### src/occ_defines.svh
`ifndef OCC_DEFINES_SVH
`define OCC_DEFINES_SVH

// ----------------------------------------------------------------------
// Register indices (byte address is four times the index)
// ----------------------------------------------------------------------
`define OCC_IDX_MAIN_STATUS 8'h03
`define OCC_IDX_TRIM_A      8'h11
`define OCC_IDX_TRIM_B      8'h12
`define OCC_IDX_LP_CTRL     8'h18
`define OCC_IDX_XOSC_CTRL   8'h1c
`define OCC_IDX_UNLOCK      8'h1f

// ----------------------------------------------------------------------
// Field positions
// ----------------------------------------------------------------------
`define OCC_TRIM_A_MSB      6
`define OCC_TRIM_B_LOCK     7
`define OCC_TRIM_B_TEMP_MSB 3
`define OCC_LP_RUNSTBY      1
`define OCC_X_ENABLE        0
`define OCC_X_RUNSTBY       1
`define OCC_X_SEL           2
`define OCC_X_CRYSTAL_STARTUP_SEL_LSB      4
`define OCC_X_CRYSTAL_STARTUP_SEL_MSB      5
`define OCC_ST_LP_STABLE    5
`define OCC_ST_X_STABLE     6
`define OCC_UNLOCK_OPEN     0

// ----------------------------------------------------------------------
// Reset values and protection key
// ----------------------------------------------------------------------
`define OCC_LP_CTRL_RST     8'h00
`define OCC_XOSC_CTRL_RST   8'h00
`define OCC_UNLOCK_KEY      8'h5a
`define OCC_UNLOCK_CYCLES   5'h10

// ----------------------------------------------------------------------
// Oscillator cycle counts and factory trims
// ----------------------------------------------------------------------
`define OCC_LP_GATE_CYCLES  3'h4
`define OCC_X_GATE_CYCLES   3'h2
`define OCC_CRYSTAL_STARTUP_SEL_1K         17'h00400
`define OCC_CRYSTAL_STARTUP_SEL_16K        17'h04000
`define OCC_CRYSTAL_STARTUP_SEL_32K        17'h08000
`define OCC_CRYSTAL_STARTUP_SEL_64K        17'h10000
`define OCC_LP_STARTUP      17'h00040
`define OCC_TRIM_16M        7'h40
`define OCC_TRIM_20M        7'h40
`define OCC_TEMP_16M        4'h8
`define OCC_TEMP_20M        4'h8

`endif

### src/occ_pkg.sv
package occ_pkg;
  // Oscillator sequencer states
  typedef enum logic [2:0] {
    OCC_ST_OFF   = 3'b001,
    OCC_ST_START = 3'b010,
    OCC_ST_READY = 3'b100
  } occ_osc_state_type;
endpackage

### src/occ_osc_if.sv
`timescale 1ns/1ps
// Control and status between the register block and one sequencer
interface occ_osc_if #(parameter int CW = 17);
  logic          run;
  logic          req;
  logic          tick;
  logic [CW-1:0] startup_len;
  logic [2:0]    gate_delay;
  logic          gate_open;
  logic          stable;
  modport ctrl (output run, req, tick, startup_len, gate_delay,
                input gate_open, stable);
  modport seq  (input run, req, tick, startup_len, gate_delay,
                output gate_open, stable);
endinterface // occ_osc_if

### src/occ_config_regs.sv
// How it works
// - Seven-bit frequency trim loads factory value per fuse frequency choice.
// - Read-only lock bit 7 of trim B blocks writes to both trims.
// - Lock bit is loaded at reset from the fuse trim lock.
// - Four-bit temperature slope trim loads factory value per fuse choice.
// - Low-power run-in-standby keeps that oscillator running always.
// - Low-power gate opens four cycles after request; start-up skipped with run-in-standby.
// - Select and start-up writes ignored while enabled or stable.
// - Start-up code picks 1k, 16k, 32k or 64k oscillator cycles.
// - External clock source skips the crystal start-up wait.
// - Select bit 2: zero crystal, one external clock on pin.
// - Crystal runs only when enabled: always with standby bit, else when requested.
// - Crystal output only on request, two oscillator cycles later.
// - Enable overrides both pins and freezes select and start-up.
// - Crystal standby and enable bits are write protected.
// - Crystal stable reads one only when stable and requested.
//
// The implementer's own choice: the Avalon-MM register port.
`timescale 1ns/1ps
`include "occ_defines.svh"
module occ_config_regs
  import occ_pkg::*;
#(
  parameter logic [16:0] SU_1K      = `OCC_CRYSTAL_STARTUP_SEL_1K,
  parameter logic [16:0] SU_16K     = `OCC_CRYSTAL_STARTUP_SEL_16K,
  parameter logic [16:0] SU_32K     = `OCC_CRYSTAL_STARTUP_SEL_32K,
  parameter logic [16:0] SU_64K     = `OCC_CRYSTAL_STARTUP_SEL_64K,
  parameter logic [16:0] LP_STARTUP = `OCC_LP_STARTUP,
  parameter logic [6:0]  TRIM_16M   = `OCC_TRIM_16M,
  parameter logic [6:0]  TRIM_20M   = `OCC_TRIM_20M,
  parameter logic [3:0]  TEMP_16M   = `OCC_TEMP_16M,
  parameter logic [3:0]  TEMP_20M   = `OCC_TEMP_20M
)(
  input  wire logic        clk_sys_i,
  input  wire logic        sys_rst_i,
  input  wire logic [9:0]  avs_address_i,
  input  wire logic        avs_read_i,
  input  wire logic        avs_write_i,
  input  wire logic [31:0] avs_writedata_i,
  input  wire logic [3:0]  avs_byteenable_i,
  output logic      [31:0] avs_readdata_o,
  output logic             avs_waitrequest_o,
  input  wire logic        fuse_frequency_choice_i,
  input  wire logic        fuse_trim_lock_i,
  input  wire logic        lp_osc_req_i,
  input  wire logic        lp_osc_clk_i,
  input  wire logic        crystal_req_i,
  input  wire logic        crystal_pin_in_i,
  output logic      [6:0]  freq_trim_o,
  output logic      [3:0]  temp_slope_trim_o,
  output logic             trim_locked_o,
  output logic             lp_osc_run_o,
  output logic             lp_osc_gate_o,
  output logic             crystal_run_o,
  output logic             crystal_pin_override_o,
  output logic             crystal_ext_clock_o,
  output logic             crystal_gate_o,
  output logic             crystal_stable_o
);

  // --------------------------------------------------------------------
  // Oscillator tick synchronisers
  // --------------------------------------------------------------------
  logic [1:0] sync1;
  logic [1:0] sync2;
  logic [1:0] sync_prev;
  logic [1:0] tick;

  // Two flops per oscillator pin, then a rising-edge detector
  always_ff @(posedge clk_sys_i) begin
    if (sys_rst_i) begin
      sync1     <= 2'h0;
      sync2     <= 2'h0;
      sync_prev <= 2'h0;
    end else begin
      sync1     <= {crystal_pin_in_i, lp_osc_clk_i};
      sync2     <= sync1;
      sync_prev <= sync2;
    end
  end

  assign tick = sync2 & ~sync_prev;

  // --------------------------------------------------------------------
  // Register state
  // --------------------------------------------------------------------
  logic [6:0]  trim_a;
  logic [6:0]  next_trim_a;
  logic [3:0]  temp_trim;
  logic [3:0]  next_temp_trim;
  logic        lock;
  logic [7:0]  lp_ctrl;
  logic [7:0]  next_lp_ctrl;
  logic [7:0]  xosc_ctrl;
  logic [7:0]  next_xosc_ctrl;
  logic [4:0]  unlock_cnt;
  logic [4:0]  next_unlock_cnt;
  logic        wait_q;
  logic        next_wait_q;
  logic [31:0] rdata;
  logic [31:0] next_rdata;
  logic        lp_run;
  logic        next_lp_run;
  logic        x_run;
  logic        next_x_run;
  logic        x_stable;
  logic        lp_stable;
  logic [7:0]  idx;
  logic        req;
  logic        wr_do;
  logic        unlocked;
  logic        prot_wr;
  logic [7:0]  wd;
  logic [16:0] x_startup;

  occ_osc_if #(.CW(17)) lp_if ();
  occ_osc_if #(.CW(17)) x_if ();

  assign idx      = avs_address_i[9:2];
  assign req      = avs_read_i | avs_write_i;
  assign wd       = avs_writedata_i[7:0];
  // A write lands at the edge where waitrequest is seen low
  assign wr_do    = avs_write_i && !wait_q && avs_byteenable_i[0];
  assign unlocked = unlock_cnt != 5'h00;
  assign prot_wr  = wr_do && unlocked;
  assign x_stable  = x_if.stable;
  assign lp_stable = lp_if.stable;

  // Crystal start-up length from select and start-up code
  always_comb begin
    case (xosc_ctrl[`OCC_X_CRYSTAL_STARTUP_SEL_MSB:`OCC_X_CRYSTAL_STARTUP_SEL_LSB])
      2'h0:    x_startup = SU_1K;
      2'h1:    x_startup = SU_16K;
      2'h2:    x_startup = SU_32K;
      2'h3:    x_startup = SU_64K;
      default: x_startup = SU_1K;
    endcase
    if (xosc_ctrl[`OCC_X_SEL]) begin
      x_startup = 17'h00000;
    end
  end

  // --------------------------------------------------------------------
  // Bus answer and register updates
  // --------------------------------------------------------------------
  // Next values for the bus slave and every register except lock and the run flags
  always_comb begin
    next_trim_a     = trim_a;
    next_temp_trim  = temp_trim;
    next_lp_ctrl    = lp_ctrl;
    next_xosc_ctrl  = xosc_ctrl;
    next_unlock_cnt = unlock_cnt;
    next_rdata      = rdata;
    next_wait_q     = 1'b1;
    // Waitrequest drops for one cycle, one cycle after the request
    if (req && wait_q) begin
      next_wait_q = 1'b0;
      next_rdata  = 32'h00000000;
      case (idx)
        `OCC_IDX_MAIN_STATUS: begin
          next_rdata[`OCC_ST_X_STABLE]  = x_stable;
          next_rdata[`OCC_ST_LP_STABLE] = lp_stable;
        end
        `OCC_IDX_TRIM_A:    next_rdata[6:0] = trim_a;
        `OCC_IDX_TRIM_B: begin
          next_rdata[`OCC_TRIM_B_LOCK]       = lock;
          next_rdata[`OCC_TRIM_B_TEMP_MSB:0] = temp_trim;
        end
        `OCC_IDX_LP_CTRL:   next_rdata[7:0] = lp_ctrl;
        `OCC_IDX_XOSC_CTRL: next_rdata[7:0] = xosc_ctrl;
        `OCC_IDX_UNLOCK:    next_rdata[`OCC_UNLOCK_OPEN] = unlocked;
        default:            next_rdata = 32'h00000000;
      endcase
    end
    // Unlock window counts down each cycle
    if (unlocked) begin
      next_unlock_cnt = unlock_cnt - 5'h01;
    end
    if (wr_do && idx == `OCC_IDX_UNLOCK && wd == `OCC_UNLOCK_KEY) begin
      next_unlock_cnt = `OCC_UNLOCK_CYCLES;
    end
    if (prot_wr) begin
      case (idx)
        `OCC_IDX_TRIM_A: begin
          if (!lock) begin
            next_trim_a = wd[`OCC_TRIM_A_MSB:0];
          end
          next_unlock_cnt = 5'h00;
        end
        `OCC_IDX_TRIM_B: begin
          if (!lock) begin
            next_temp_trim = wd[`OCC_TRIM_B_TEMP_MSB:0];
          end
          next_unlock_cnt = 5'h00;
        end
        `OCC_IDX_LP_CTRL: begin
          next_lp_ctrl = 8'h00;
          next_lp_ctrl[`OCC_LP_RUNSTBY] = wd[`OCC_LP_RUNSTBY];
          next_unlock_cnt = 5'h00;
        end
        `OCC_IDX_XOSC_CTRL: begin
          // Enable and standby bits only change inside the window
          next_xosc_ctrl[`OCC_X_ENABLE]  = wd[`OCC_X_ENABLE];
          next_xosc_ctrl[`OCC_X_RUNSTBY] = wd[`OCC_X_RUNSTBY];
          // Select and start-up freeze while enabled or stable
          if (!xosc_ctrl[`OCC_X_ENABLE] && !x_stable) begin
            next_xosc_ctrl[`OCC_X_SEL] = wd[`OCC_X_SEL];
            next_xosc_ctrl[`OCC_X_CRYSTAL_STARTUP_SEL_MSB:`OCC_X_CRYSTAL_STARTUP_SEL_LSB] =
              wd[`OCC_X_CRYSTAL_STARTUP_SEL_MSB:`OCC_X_CRYSTAL_STARTUP_SEL_LSB];
          end
          next_unlock_cnt = 5'h00;
        end
        default: next_unlock_cnt = next_unlock_cnt;
      endcase
    end
  end

  // Registers; trims and lock load from the fuses during reset
  always_ff @(posedge clk_sys_i) begin
    if (sys_rst_i) begin
      trim_a     <= fuse_frequency_choice_i ? TRIM_20M : TRIM_16M;
      temp_trim  <= fuse_frequency_choice_i ? TEMP_20M : TEMP_16M;
      lock       <= fuse_trim_lock_i;
      lp_ctrl    <= `OCC_LP_CTRL_RST;
      xosc_ctrl  <= `OCC_XOSC_CTRL_RST;
      unlock_cnt <= 5'h00;
      wait_q     <= 1'b1;
      rdata      <= 32'h00000000;
    end else begin
      trim_a     <= next_trim_a;
      temp_trim  <= next_temp_trim;
      lock       <= lock;
      lp_ctrl    <= next_lp_ctrl;
      xosc_ctrl  <= next_xosc_ctrl;
      unlock_cnt <= next_unlock_cnt;
      wait_q     <= next_wait_q;
      rdata      <= next_rdata;
    end
  end

  // --------------------------------------------------------------------
  // Oscillator run control
  // --------------------------------------------------------------------
  // Low-power runs forced or on request; crystal only when enabled
  always_comb begin
    next_lp_run = lp_ctrl[`OCC_LP_RUNSTBY] | lp_osc_req_i;
    next_x_run  = xosc_ctrl[`OCC_X_ENABLE] &
                  (xosc_ctrl[`OCC_X_RUNSTBY] | crystal_req_i);
  end

  // Run flags
  always_ff @(posedge clk_sys_i) begin
    if (sys_rst_i) begin
      lp_run <= 1'b0;
      x_run  <= 1'b0;
    end else begin
      lp_run <= next_lp_run;
      x_run  <= next_x_run;
    end
  end

  // Low-power sequencer: start-up skipped when forced on
  assign lp_if.run         = lp_run;
  assign lp_if.req         = lp_osc_req_i;
  assign lp_if.tick        = tick[0];
  assign lp_if.startup_len = lp_ctrl[`OCC_LP_RUNSTBY] ? 17'h00000
                                                       : LP_STARTUP;
  assign lp_if.gate_delay  = `OCC_LP_GATE_CYCLES;

  // Crystal sequencer
  assign x_if.run          = x_run;
  assign x_if.req          = crystal_req_i;
  assign x_if.tick         = tick[1];
  assign x_if.startup_len  = x_startup;
  assign x_if.gate_delay   = `OCC_X_GATE_CYCLES;

  occ_osc_seq #(.CW(17)) u_lp_seq (
    .clk_sys_i (clk_sys_i),
    .sys_rst_i (sys_rst_i),
    .osc       (lp_if.seq)
  );

  occ_osc_seq #(.CW(17)) u_x_seq (
    .clk_sys_i (clk_sys_i),
    .sys_rst_i (sys_rst_i),
    .osc       (x_if.seq)
  );

  // --------------------------------------------------------------------
  // Outputs
  // --------------------------------------------------------------------
  assign avs_readdata_o         = rdata;
  assign avs_waitrequest_o      = wait_q;
  assign freq_trim_o            = trim_a;
  assign temp_slope_trim_o      = temp_trim;
  assign trim_locked_o          = lock;
  assign lp_osc_run_o           = lp_run;
  assign lp_osc_gate_o          = lp_if.gate_open;
  assign crystal_run_o          = x_run;
  assign crystal_pin_override_o = xosc_ctrl[`OCC_X_ENABLE];
  assign crystal_ext_clock_o    = xosc_ctrl[`OCC_X_SEL];
  assign crystal_gate_o         = x_if.gate_open;
  assign crystal_stable_o       = x_stable;

endmodule // occ_config_regs

### src/occ_osc_seq.sv
`timescale 1ns/1ps
module occ_osc_seq
  import occ_pkg::*;
#(
  parameter int CW = 17
)(
  input  wire logic clk_sys_i,
  input  wire logic sys_rst_i,
  occ_osc_if.seq    osc
);

  // --------------------------------------------------------------------
  // Start-up wait and request gate
  // --------------------------------------------------------------------
  occ_osc_state_type state;
  occ_osc_state_type next_state;
  logic [CW-1:0]     count;
  logic [CW-1:0]     next_count;
  logic [2:0]        gcnt;
  logic [2:0]        next_gcnt;
  logic              gate;
  logic              next_gate;
  logic              stable;
  logic              next_stable;

  // Next state: count start-up ticks, then count gate ticks on request
  always_comb begin
    next_state = state;
    next_count = count;
    next_gcnt  = gcnt;
    next_gate  = gate;
    case (state)
      OCC_ST_OFF: begin
        next_count = '0;
        if (osc.run) begin
          next_state = OCC_ST_START;
        end
      end
      OCC_ST_START: begin
        if (!osc.run) begin
          next_state = OCC_ST_OFF;
        end else if (count >= osc.startup_len) begin
          next_state = OCC_ST_READY;
        end else if (osc.tick) begin
          next_count = count + 1'b1;
        end
      end
      OCC_ST_READY: begin
        if (!osc.run) begin
          next_state = OCC_ST_OFF;
        end
      end
      default: next_state = OCC_ST_OFF;
    endcase
    // Output only reaches users while requested and started
    if (!osc.req || !osc.run || state != OCC_ST_READY) begin
      next_gcnt = '0;
      next_gate = 1'b0;
    end else if (!gate && osc.tick) begin
      next_gcnt = gcnt + 3'h1;
      if (gcnt == osc.gate_delay - 3'h1) begin
        next_gate = 1'b1;
      end
    end
    // Stable shows only while the source is requested
    next_stable = (state == OCC_ST_READY) && osc.req && osc.run;
  end

  // Registers
  always_ff @(posedge clk_sys_i) begin
    if (sys_rst_i) begin
      state  <= OCC_ST_OFF;
      count  <= '0;
      gcnt   <= '0;
      gate   <= 1'b0;
      stable <= 1'b0;
    end else begin
      state  <= next_state;
      count  <= next_count;
      gcnt   <= next_gcnt;
      gate   <= next_gate;
      stable <= next_stable;
    end
  end

  assign osc.gate_open = gate;
  assign osc.stable    = stable;

endmodule // occ_osc_seq

### config.mk
export PLATFORM = sky130hd
export DESIGN_NAME = occ_config_regs
export DESIGN_NICKNAME = d
export VERILOG_FILES = /design/src/occ_pkg.sv /design/src/occ_osc_if.sv /design/src/occ_config_regs.sv /design/src/occ_osc_seq.sv
export VERILOG_INCLUDE_DIRS = /design/src
export SDC_FILE = /design/constraint.sdc
export NUM_CORES = 1
export LEC_CHECK = 0
export BUFFER_PORTS_ARGS = -buffer_cell sky130_fd_sc_hd__buf_4
export CAP_MARGIN = 0
export CORE_MARGIN = 2
export CORE_UTILIZATION = 57
export CTS_CLUSTER_SIZE = 8
export DETAILED_ROUTE_END_ITERATION = 12
export PLACE_DENSITY_LB_ADDON = 0.1
export SYNTH_ARGS = -nofsm -noshare
export SYNTH_HDL_FRONTEND = slang
export SYNTH_SLANG_ARGS = --single-unit
### constraint.sdc
create_clock -name clk_sys_i -period 3.6 [get_ports clk_sys_i]
set_input_delay 0.54 -clock clk_sys_i [delete_from_list [all_inputs] [get_ports clk_sys_i]]
set_output_delay 0.54 -clock clk_sys_i [all_outputs]
set_load 0.02 [all_outputs]
==> report_table.html, run 1 <==
<table>
<tr><th>Metric</th><th>Value</th></tr>
<tr><th colspan="2">Routing</th></tr>
<tr><td>Antenna violation net count after detailed routing</td><td>0</td></tr>
<tr><td>Routed length per placed instance</td><td>13.77 um</td></tr>
<tr><td>Via count of the routed design</td><td>3494</td></tr>
<tr><td>Number of design rule violations left after detail routing</td><td>0</td></tr>
<tr><td>Average vias per placed instance</td><td>5.400</td></tr>
<tr><td>Wirelength, routed</td><td>8.909 mm</td></tr>
<tr><td>Drt first pass iters</td><td>4</td></tr>
<tr><td>Initial drt markers</td><td>209</td></tr>
<tr><th colspan="2">Power and ir drop</th></tr>
<tr><td>Maximum VDD drop</td><td>0.0003024 V</td></tr>
<tr><td>Combinational share of power</td><td>11.3%</td></tr>
<tr><td>Power consumption</td><td>1.995 mW</td></tr>
<tr><td>Leakage power figure</td><td>1.788 nW</td></tr>
<tr><td>Internal Power</td><td>1.445 mW</td></tr>
<tr><td>PwrDens</td><td>415.0 nW/um^2</td></tr>
<tr><td>Register share of total power</td><td>52.3%</td></tr>
<tr><td>Net load switching power</td><td>0.5507 mW</td></tr>
<tr><td>Clock share of power</td><td>36.3%</td></tr>
<tr><td>Sw Ratio</td><td>27.60%</td></tr>
<tr><th colspan="2">Placement</th></tr>
<tr><td>Quantity of I/O buffers inserted on ports</td><td>53</td></tr>
<tr><td>Cell Count Post-Placement</td><td>631</td></tr>
<tr><td>Post-DP HPWL</td><td>6.499 mm</td></tr>
<tr><td>GP Congestion</td><td>0.8037</td></tr>
<tr><th colspan="2">Yosys</th></tr>
<tr><td>EDFF count, synth</td><td>1</td></tr>
<tr><td>Most common library cells after synthesis</td><td>89 x sky130_fd_sc_hd__dfxtp_1, 57 x sky130_fd_sc_hd__nor2_1, 45 x sky130_fd_sc_hd__nand2_1, 31 x sky130_fd_sc_hd__nand3_1</td></tr>
<tr><td>Mean cell area of the mapped netlist</td><td>8.544 sq um</td></tr>
<tr><td>Fraction of synthesized cell area taken by the top area cell type</td><td>42.04%</td></tr>
<tr><td>Library cells used by synthesis</td><td>51</td></tr>
<tr><td>Most area-consuming cells after synthesis</td><td>sky130_fd_sc_hd__dfxtp_1 42%, sky130_fd_sc_hd__nor2_1 5.0%, sky130_fd_sc_hd__buf_4 4.6%</td></tr>
<tr><td>Post-synthesis cell area</td><td>4238 sq um</td></tr>
<tr><td>Most common cell in the netlist</td><td>sky130_fd_sc_hd__dfxtp_1</td></tr>
<tr><td>Post-Syn Instances</td><td>496</td></tr>
<tr><td>Share of the yosys chip area belonging to registers</td><td>42.75%</td></tr>
<tr><td>Library cell occupying the most area in the post-synthesis netlist</td><td>sky130_fd_sc_hd__dfxtp_1</td></tr>
<tr><td>Warnings from Yosys</td><td>0</td></tr>
<tr><td>Post-synthesis register bit count</td><td>90</td></tr>
<tr><td>Share of flip-flops with an asynchronous set or reset after synthesis</td><td>0%</td></tr>
<tr><td>Dominant synthesized flop cell</td><td>sky130_fd_sc_hd__dfxtp_1</td></tr>
<tr><th colspan="2">Setup path</th></tr>
<tr><td>Maximum fanout count along the critical path</td><td>20</td></tr>
<tr><td>Crit start category</td><td>flop</td></tr>
<tr><td>Kind of critical path</td><td>flop to flop</td></tr>
<tr><td>Critical path data required time</td><td>3.84 ns</td></tr>
<tr><td>Arrival time reported for the critical path endpoint</td><td>2.74 ns</td></tr>
<tr><td>Critical path capture point type</td><td>flop</td></tr>
<tr><th colspan="2">Clocking</th></tr>
<tr><td>Number of buffers created by CTS</td><td>9</td></tr>
<tr><td>TritonCTS sink count</td><td>90</td></tr>
<tr><td>Quantity of gates resized following cts</td><td>0</td></tr>
<tr><td>Setup Fix Bufs, Post-CTS</td><td>0</td></tr>
<tr><td>Hold-fix buffers, CTS</td><td>0</td></tr>
<tr><td>Maximum buffer depth of the clock tree</td><td>2</td></tr>
<tr><td>Deepest level of the CTS H-tree</td><td>3</td></tr>
<tr><td>Clock transition at the registers of the reported paths</td><td>0.10 ns</td></tr>
<tr><td>CTS tree</td><td>yes</td></tr>
<tr><td>Worst skew pair latency</td><td>0.37 ns</td></tr>
<tr><td>Root buffer selected by CTS</td><td>sky130_fd_sc_hd__clkbuf_8</td></tr>
<tr><th colspan="2">STA</th></tr>
<tr><td>Tightest slew margin relative to the limit</td><td>41.01%</td></tr>
<tr><td>Unrepaired setup endpoints after global routing</td><td>no</td></tr>
<tr><td>Final Max Slew Viols</td><td>0</td></tr>
<tr><td>Endpoints failing setup</td><td>0</td></tr>
<tr><td>Period Utilization, post-route</td><td>69.49%</td></tr>
<tr><td>Final count of hold timing violations</td><td>0</td></tr>
<tr><td>Final critical path time including I/O delays and setup</td><td>2.502 ns</td></tr>
<tr><td>Fin Setup TNS</td><td>0 ns</td></tr>
<tr><td>Highest clock frequency the design can meet</td><td>399.7 MHz</td></tr>
<tr><td>Worst slew pin tran</td><td>0.8848 ns</td></tr>
<tr><td>Worst Skew</td><td>0.01244 ns</td></tr>
<tr><th colspan="2">Floorplanning</th></tr>
<tr><td>Top-Level Pins</td><td>108</td></tr>
<tr><td>Site row count</td><td>31</td></tr>
<tr><td>Die width</td><td>90.23 um</td></tr>
<tr><td>Chip height</td><td>90.23 um</td></tr>
<tr><td>Placeable core region</td><td>7214 sq um</td></tr>
<tr><td>Floorplan die area</td><td>8141 sq um</td></tr>
<tr><td>Starting utilization of the core area</td><td>58.74%</td></tr>
<tr><th colspan="2">Cells and area</th></tr>
<tr><td>Net total in the final layout</td><td>613</td></tr>
<tr><td>Synth-to-layout area growth</td><td>13.46%</td></tr>
<tr><td>Layout filler cell count</td><td>627</td></tr>
<tr><td>Ratio of cells with drive above 1 in the final layout</td><td>14.96%</td></tr>
<tr><td>Post-route non-filler standard cell count</td><td>647</td></tr>
<tr><td>Antenna cells</td><td>0</td></tr>
<tr><th colspan="2">Flow run</th></tr>
<tr><td>Total of max-cap violations</td><td>0</td></tr>
<tr><th colspan="2">Min path</th></tr>
<tr><td>Class of the tightest hold or removal check</td><td>input pin to flop</td></tr>
<tr><th colspan="2">Global route</th></tr>
<tr><td>Via count of the first global-routing pass</td><td>3207</td></tr>
<tr><td>GR Util All Layers</td><td>22.57%</td></tr>
<tr><td>Global-route wire length before repair</td><td>15.03 mm</td></tr>
<tr><td>Initial antenna violation count</td><td>0</td></tr>
<tr><td>Maximum number of pins on one net before global-route repair</td><td>38</td></tr>
<tr><td>GR Overflow Total</td><td>0</td></tr>
<tr><th colspan="2">Run status</th></tr>
<tr><td>Result of the run</td><td>complete, no violations</td></tr>
</table>
per-stage QoR:
stage	worst slack [ns]	hold slack, ns	area [sq um]	util, %
2_1_floorplan	1.328	0.4138	4324	-
3_3_place_gp	1.176	0.4166	4601	63.77
3_5_place_dp	1.128	0.4277	4601	63.77
4_1_cts	1.091	0.3415	4808	66.65
5_1_grt	0.9216	0.3445	4808	66.65
6_report	1.098	0.3570	4808	66.65
worst max-delay path: stages, from the launching register on:
cell and delay, ns:
sky130_fd_sc_hd__dfxtp_1 0.45, sky130_fd_sc_hd__or3b_2 0.47, sky130_fd_sc_hd__ha_1 0.30, sky130_fd_sc_hd__a21oi_1 0.19, sky130_fd_sc_hd__o21a_1 0.13, sky130_fd_sc_hd__o211ai_1 0.08
sky130_fd_sc_hd__buf_4 0.22, sky130_fd_sc_hd__nor4_2 0.32, sky130_fd_sc_hd__xnor2_1 0.17, sky130_fd_sc_hd__nor2_1 0.05
area by class of cell:
| type | instances | area, sq um | share of cell area, % |
|---|---|---|---|
| multi-input cells | 366 | 2173 | 45.20 |
| flip-flops and latches | 90 | 1812 | 37.68 |
| repair buffers | 55 | 412.9 | 8.587 |
| clock buffers | 9 | 123.9 | 2.576 |
| well taps | 99 | 123.9 | 2.576 |
| clock inverters | 7 | 83.83 | 1.743 |
| inverters | 21 | 78.83 | 1.639 |
power groups by stage:
stage,logic [mW],registers (mW),clock network (mW)
after global placement,0.214,1.07,0
after floorplan,0.172,1.07,0
after detailed placement,0.225,1.07,0
final,0.226,1.04,0.725
after CTS,0.226,1.04,0.741
after global routing,0.252,1.05,0.788
flip-flops by register name, summed over array words and instances, names as in the netlist, 2 cells and up:
name / cells
freq_trim_o: 7
u_lp_seq.count: 17
u_x_seq.gcnt: 3
sync2: 2
u_lp_seq.gcnt: 3
u_lp_seq.state: 3
sync1: 2
sync_prev: 2
avs_readdata_o: 8
temp_slope_trim_o: 4
xosc_ctrl: 5
unlock_cnt: 5
u_x_seq.count: 17
u_x_seq.state: 3
cell usage in the layout, fill, tap and decap left out, types with 8 or more instances in the layout:
cell,count
sky130_fd_sc_hd__a21oi_1,26
sky130_fd_sc_hd__nor3_1,22
sky130_fd_sc_hd__inv_1,21
sky130_fd_sc_hd__mux2i_1,9
sky130_fd_sc_hd__nor4_1,9
sky130_fd_sc_hd__xnor2_1,19
sky130_fd_sc_hd__nor2b_1,9
sky130_fd_sc_hd__o21ai_0,9
sky130_fd_sc_hd__dfxtp_1,89
sky130_fd_sc_hd__conb_1,24
sky130_fd_sc_hd__buf_4,55
sky130_fd_sc_hd__nand3_1,31
sky130_fd_sc_hd__and2_1,8
sky130_fd_sc_hd__nor2_1,57
sky130_fd_sc_hd__clkbuf_8,9
sky130_fd_sc_hd__nand2_1,45
sky130_fd_sc_hd__ha_1,14
final timing paths:
kind	from	to	slack, ns	depth (start not counted)
max reg2reg	xosc_ctrl[4]	u_x_seq.count[11]	1.10	9
min reg2reg	crystal_run_o	u_x_seq.state[0]	0.44	1
min	fuse_trim_lock_i	trim_locked_o	0.36	1
max	xosc_ctrl[4]	u_x_seq.count[11]	1.10	9
metal layers:
| metal | routed length, um | global-route usage [%] | part of all wire (%) |
|---|---|---|---|
| met5 | 0 | 0 | 0 |
| met4 | 127 | 9.359 | 1.4 |
| met3 | 438 | 3.269 | 4.9 |
| met2 | 4243 | 35.78 | 48 |
| met1 | 4100 | 30.94 | 46 |
cell families (layout without fill, tap and decap cells):
family | Yosys count | in the layout | synth area share (%)
simple gates | 231 | 231 | 28.58
flops | 90 | 90 | 42.75
compound gates | 67 | 67 | 9.920
buf+inv | 63 | 92 | 8.001
xor+xnor | 20 | 20 | 4.133
fa+ha+maj | 14 | 14 | 4.133
mux | 10 | 10 | 2.392
other cells | 1 | 24 | 0.08849
No activity file was read; power rests on OpenSTA's default activity.
==> run 2, diff against run 1 <==
Settings changed: CORE_UTILIZATION 57 to 53.
Clock period 3.6 ns to 2.5 ns, I/O delays scaled along.
==> run 2 against run 1 <==
Against the previous run:
- largest cell class unchanged
- die area grew 7.2%
- critical endpoint is now u_x_seq.count[16]
- first-iteration DRC count decreased by 31%
- register-to-register slack lost 0.97 ns
- wire length rose by 2.5%
- critical path type unchanged
- sequential cell count did not move
- non-clock buffer count is 7 higher
- final area rose by 1.9%
- critical path depth unchanged
- hold slack got worse by 0.16 ns
- maximum frequency rose by 5.7%
==> report_table.html, run 2 (synthesized netlist as in run 1, its figures left out) <==
<table>
<tr><th>Metric</th><th>Value</th></tr>
<tr><th colspan="2">Routing</th></tr>
<tr><td>Via count of the routed design</td><td>3568</td></tr>
<tr><td>Drt first pass iters</td><td>5</td></tr>
<tr><td>Average vias per placed instance</td><td>5.431</td></tr>
<tr><td>Number of design rule violations left after detail routing</td><td>0</td></tr>
<tr><td>Initial drt markers</td><td>144</td></tr>
<tr><td>Routed length per placed instance</td><td>13.90 um</td></tr>
<tr><td>Antenna violation net count after detailed routing</td><td>0</td></tr>
<tr><td>Wirelength, routed</td><td>9.132 mm</td></tr>
<tr><th colspan="2">Global route</th></tr>
<tr><td>GR Util All Layers</td><td>21.98%</td></tr>
<tr><td>GR Overflow Total</td><td>0</td></tr>
<tr><td>Met1 layer usage reported by global route</td><td>29.54%</td></tr>
<tr><td>Maximum number of pins on one net before global-route repair</td><td>26</td></tr>
<tr><td>Met2 usage in global routing</td><td>36.51%</td></tr>
<tr><td>Initial antenna violation count</td><td>0</td></tr>
<tr><td>Most utilized layer in the global route result</td><td>met2</td></tr>
<tr><td>Global-route wire length before repair</td><td>15.50 mm</td></tr>
<tr><td>Via count of the first global-routing pass</td><td>3337</td></tr>
<tr><td>Met3 capacity usage during global routing</td><td>3.223%</td></tr>
<tr><th colspan="2">Clocking</th></tr>
<tr><td>TritonCTS sink count</td><td>90</td></tr>
<tr><td>Setup Fix Bufs, Post-CTS</td><td>0</td></tr>
<tr><td>Worst skew pair latency</td><td>0.35 ns</td></tr>
<tr><td>Number of buffers created by CTS</td><td>9</td></tr>
<tr><td>Deepest level of the CTS H-tree</td><td>3</td></tr>
<tr><td>Quantity of gates resized following cts</td><td>0</td></tr>
<tr><td>CTS tree</td><td>yes</td></tr>
<tr><td>Maximum buffer depth of the clock tree</td><td>2</td></tr>
<tr><td>Root buffer selected by CTS</td><td>sky130_fd_sc_hd__clkbuf_8</td></tr>
<tr><td>Clock transition at the registers of the reported paths</td><td>0.09 ns</td></tr>
<tr><td>Hold-fix buffers, CTS</td><td>0</td></tr>
<tr><th colspan="2">Power and ir drop</th></tr>
<tr><td>Combinational share of power</td><td>12.0%</td></tr>
<tr><td>Internal Power</td><td>2.105 mW</td></tr>
<tr><td>Net load switching power</td><td>0.7507 mW</td></tr>
<tr><td>PwrDens</td><td>583.0 nW/um^2</td></tr>
<tr><td>Register share of total power</td><td>52.6%</td></tr>
<tr><td>Sw Ratio</td><td>26.29%</td></tr>
<tr><td>Maximum VDD drop</td><td>0.0003410 V</td></tr>
<tr><td>Leakage power figure</td><td>1.860 nW</td></tr>
<tr><td>Clock share of power</td><td>35.3%</td></tr>
<tr><th colspan="2">STA</th></tr>
<tr><td>Period Utilization, post-route</td><td>94.70%</td></tr>
<tr><td>Worst Slack Setup Final</td><td>0.1326 ns</td></tr>
<tr><td>Worst slew pin tran</td><td>0.8171 ns</td></tr>
<tr><td>Post-Route Hold Slack</td><td>0.1922 ns</td></tr>
<tr><td>Final count of hold timing violations</td><td>0</td></tr>
<tr><td>Endpoints failing setup</td><td>0</td></tr>
<tr><td>Final Max Slew Viols</td><td>0</td></tr>
<tr><td>Fin Setup TNS</td><td>0 ns</td></tr>
<tr><td>Final critical path time including I/O delays and setup</td><td>2.367 ns</td></tr>
<tr><td>Worst Skew</td><td>0.01013 ns</td></tr>
<tr><td>Highest clock frequency the design can meet</td><td>422.4 MHz</td></tr>
<tr><td>Tightest slew margin relative to the limit</td><td>45.33%</td></tr>
<tr><td>Unrepaired setup endpoints after global routing</td><td>no</td></tr>
<tr><th colspan="2">Floorplanning</th></tr>
<tr><td>Site row count</td><td>32</td></tr>
<tr><td>Starting utilization of the core area</td><td>54.84%</td></tr>
<tr><td>Die width</td><td>93.42 um</td></tr>
<tr><td>Placeable core region</td><td>7727 sq um</td></tr>
<tr><td>Chip height</td><td>93.42 um</td></tr>
<tr><td>Floorplan die area</td><td>8727 sq um</td></tr>
<tr><td>Top-Level Pins</td><td>108</td></tr>
<tr><th colspan="2">Run status</th></tr>
<tr><td>Result of the run</td><td>complete, no violations</td></tr>
<tr><th colspan="2">Placement</th></tr>
<tr><td>Post-DP HPWL</td><td>6.785 mm</td></tr>
<tr><td>Setup WS pre-CTS</td><td>0.1035 ns</td></tr>
<tr><td>GP Congestion</td><td>0.8420</td></tr>
<tr><td>Instance area after placement</td><td>4669 sq um</td></tr>
<tr><td>Cell Count Post-Placement</td><td>641</td></tr>
<tr><td>Quantity of I/O buffers inserted on ports</td><td>53</td></tr>
<tr><th colspan="2">Setup path</th></tr>
<tr><td>CP Cell Sequence</td><td>or3b_2, ha_1, a21oi_2, o21a_1, o211ai_1, buf_12, nor4_2, xnor2_1, nor2_1</td></tr>
<tr><td>Crit start category</td><td>flop</td></tr>
<tr><td>Largest stage delay, worst path</td><td>0.45 ns</td></tr>
<tr><td>Worst path buffer plus inverter count</td><td>1</td></tr>
<tr><td>Cell with the largest stage delay on the worst path</td><td>sky130_fd_sc_hd__or3b_2</td></tr>
<tr><td>Family of cells with the greatest summed delay on the critical path</td><td>simple AND/OR/NAND/NOR gates</td></tr>
<tr><td>Kind of critical path</td><td>flop to flop</td></tr>
<tr><td>Critical path data required time</td><td>2.72 ns</td></tr>
<tr><td>Critical path capture point type</td><td>flop</td></tr>
<tr><td>Arrival time reported for the critical path endpoint</td><td>2.59 ns</td></tr>
<tr><td>Maximum fanout count along the critical path</td><td>20</td></tr>
<tr><th colspan="2">Flow run</th></tr>
<tr><td>Total of max-cap violations</td><td>0</td></tr>
<tr><th colspan="2">Cells and area</th></tr>
<tr><td>Commonest non-fill, non-tap cell in the layout</td><td>sky130_fd_sc_hd__dfxtp_1</td></tr>
<tr><td>Synth-to-layout area growth</td><td>15.59%</td></tr>
<tr><td>Antenna cells</td><td>0</td></tr>
<tr><td>Finished layout cell area</td><td>4898 sq um</td></tr>
<tr><td>Highest-count cells in the layout ignoring fill and taps</td><td>89 x sky130_fd_sc_hd__dfxtp_1, 61 x sky130_fd_sc_hd__buf_4, 57 x sky130_fd_sc_hd__nor2_1</td></tr>
<tr><td>Post-route non-filler standard cell count</td><td>657</td></tr>
<tr><td>Ratio of cells with drive above 1 in the final layout</td><td>16.40%</td></tr>
<tr><td>Net total in the final layout</td><td>620</td></tr>
<tr><th colspan="2">Min path</th></tr>
<tr><td>Class of the tightest hold or removal check</td><td>input pin to flop</td></tr>
</table>
## run 2: through the flow
stage,total power [mW],utilization (%)
detailed placement,1.878,60.43
global route,2.993,63.39
finish,2.856,63.39
floorplan,1.789,-
global placement,1.864,60.43
CTS,2.872,63.05
## run 2: final timing paths
| kind | start | to | slack, ns | cells past startpoint |
|---|---|---|---|---|
| max reg2reg | xosc_ctrl[4] | u_x_seq.count[16] | 0.13 | 9 |
| min reg2reg | sync1[1] | sync2[1] | 0.45 | 1 |
| min | fuse_trim_lock_i | trim_locked_o | 0.19 | 1 |
| max | xosc_ctrl[4] | u_x_seq.count[16] | 0.13 | 9 |
## run 2: final cells by class
class	count	area, sq um
multi-input combinational	366	2200
timing repair buffer	62	478.0
fill	663	2829
inverter	21	78.83
sequential	90	1812
clock buffer	10	137.6
clock inverter	6	65.06
tap	102	127.6
## run 2: metal layers
| layer | wire, um | vias to the layer above |
|---|---|---|
| met1 | 4249 | 1684 |
| met3 | 416 | 8 |
| met5 | 0 | - |
| met2 | 4373 | 93 |
| li1 | - | 1783 |
| met4 | 92 | 0 |
## run 2: power by group through the flow
stage / Combinational [mW] / Sequential (mW) / Clock, mW
finish: 0.344 / 1.50 / 1.01
floorplan: 0.248 / 1.54 / 0
global route: 0.385 / 1.51 / 1.10
CTS: 0.343 / 1.50 / 1.03
detailed placement: 0.343 / 1.54 / 0
global placement: 0.329 / 1.53 / 0
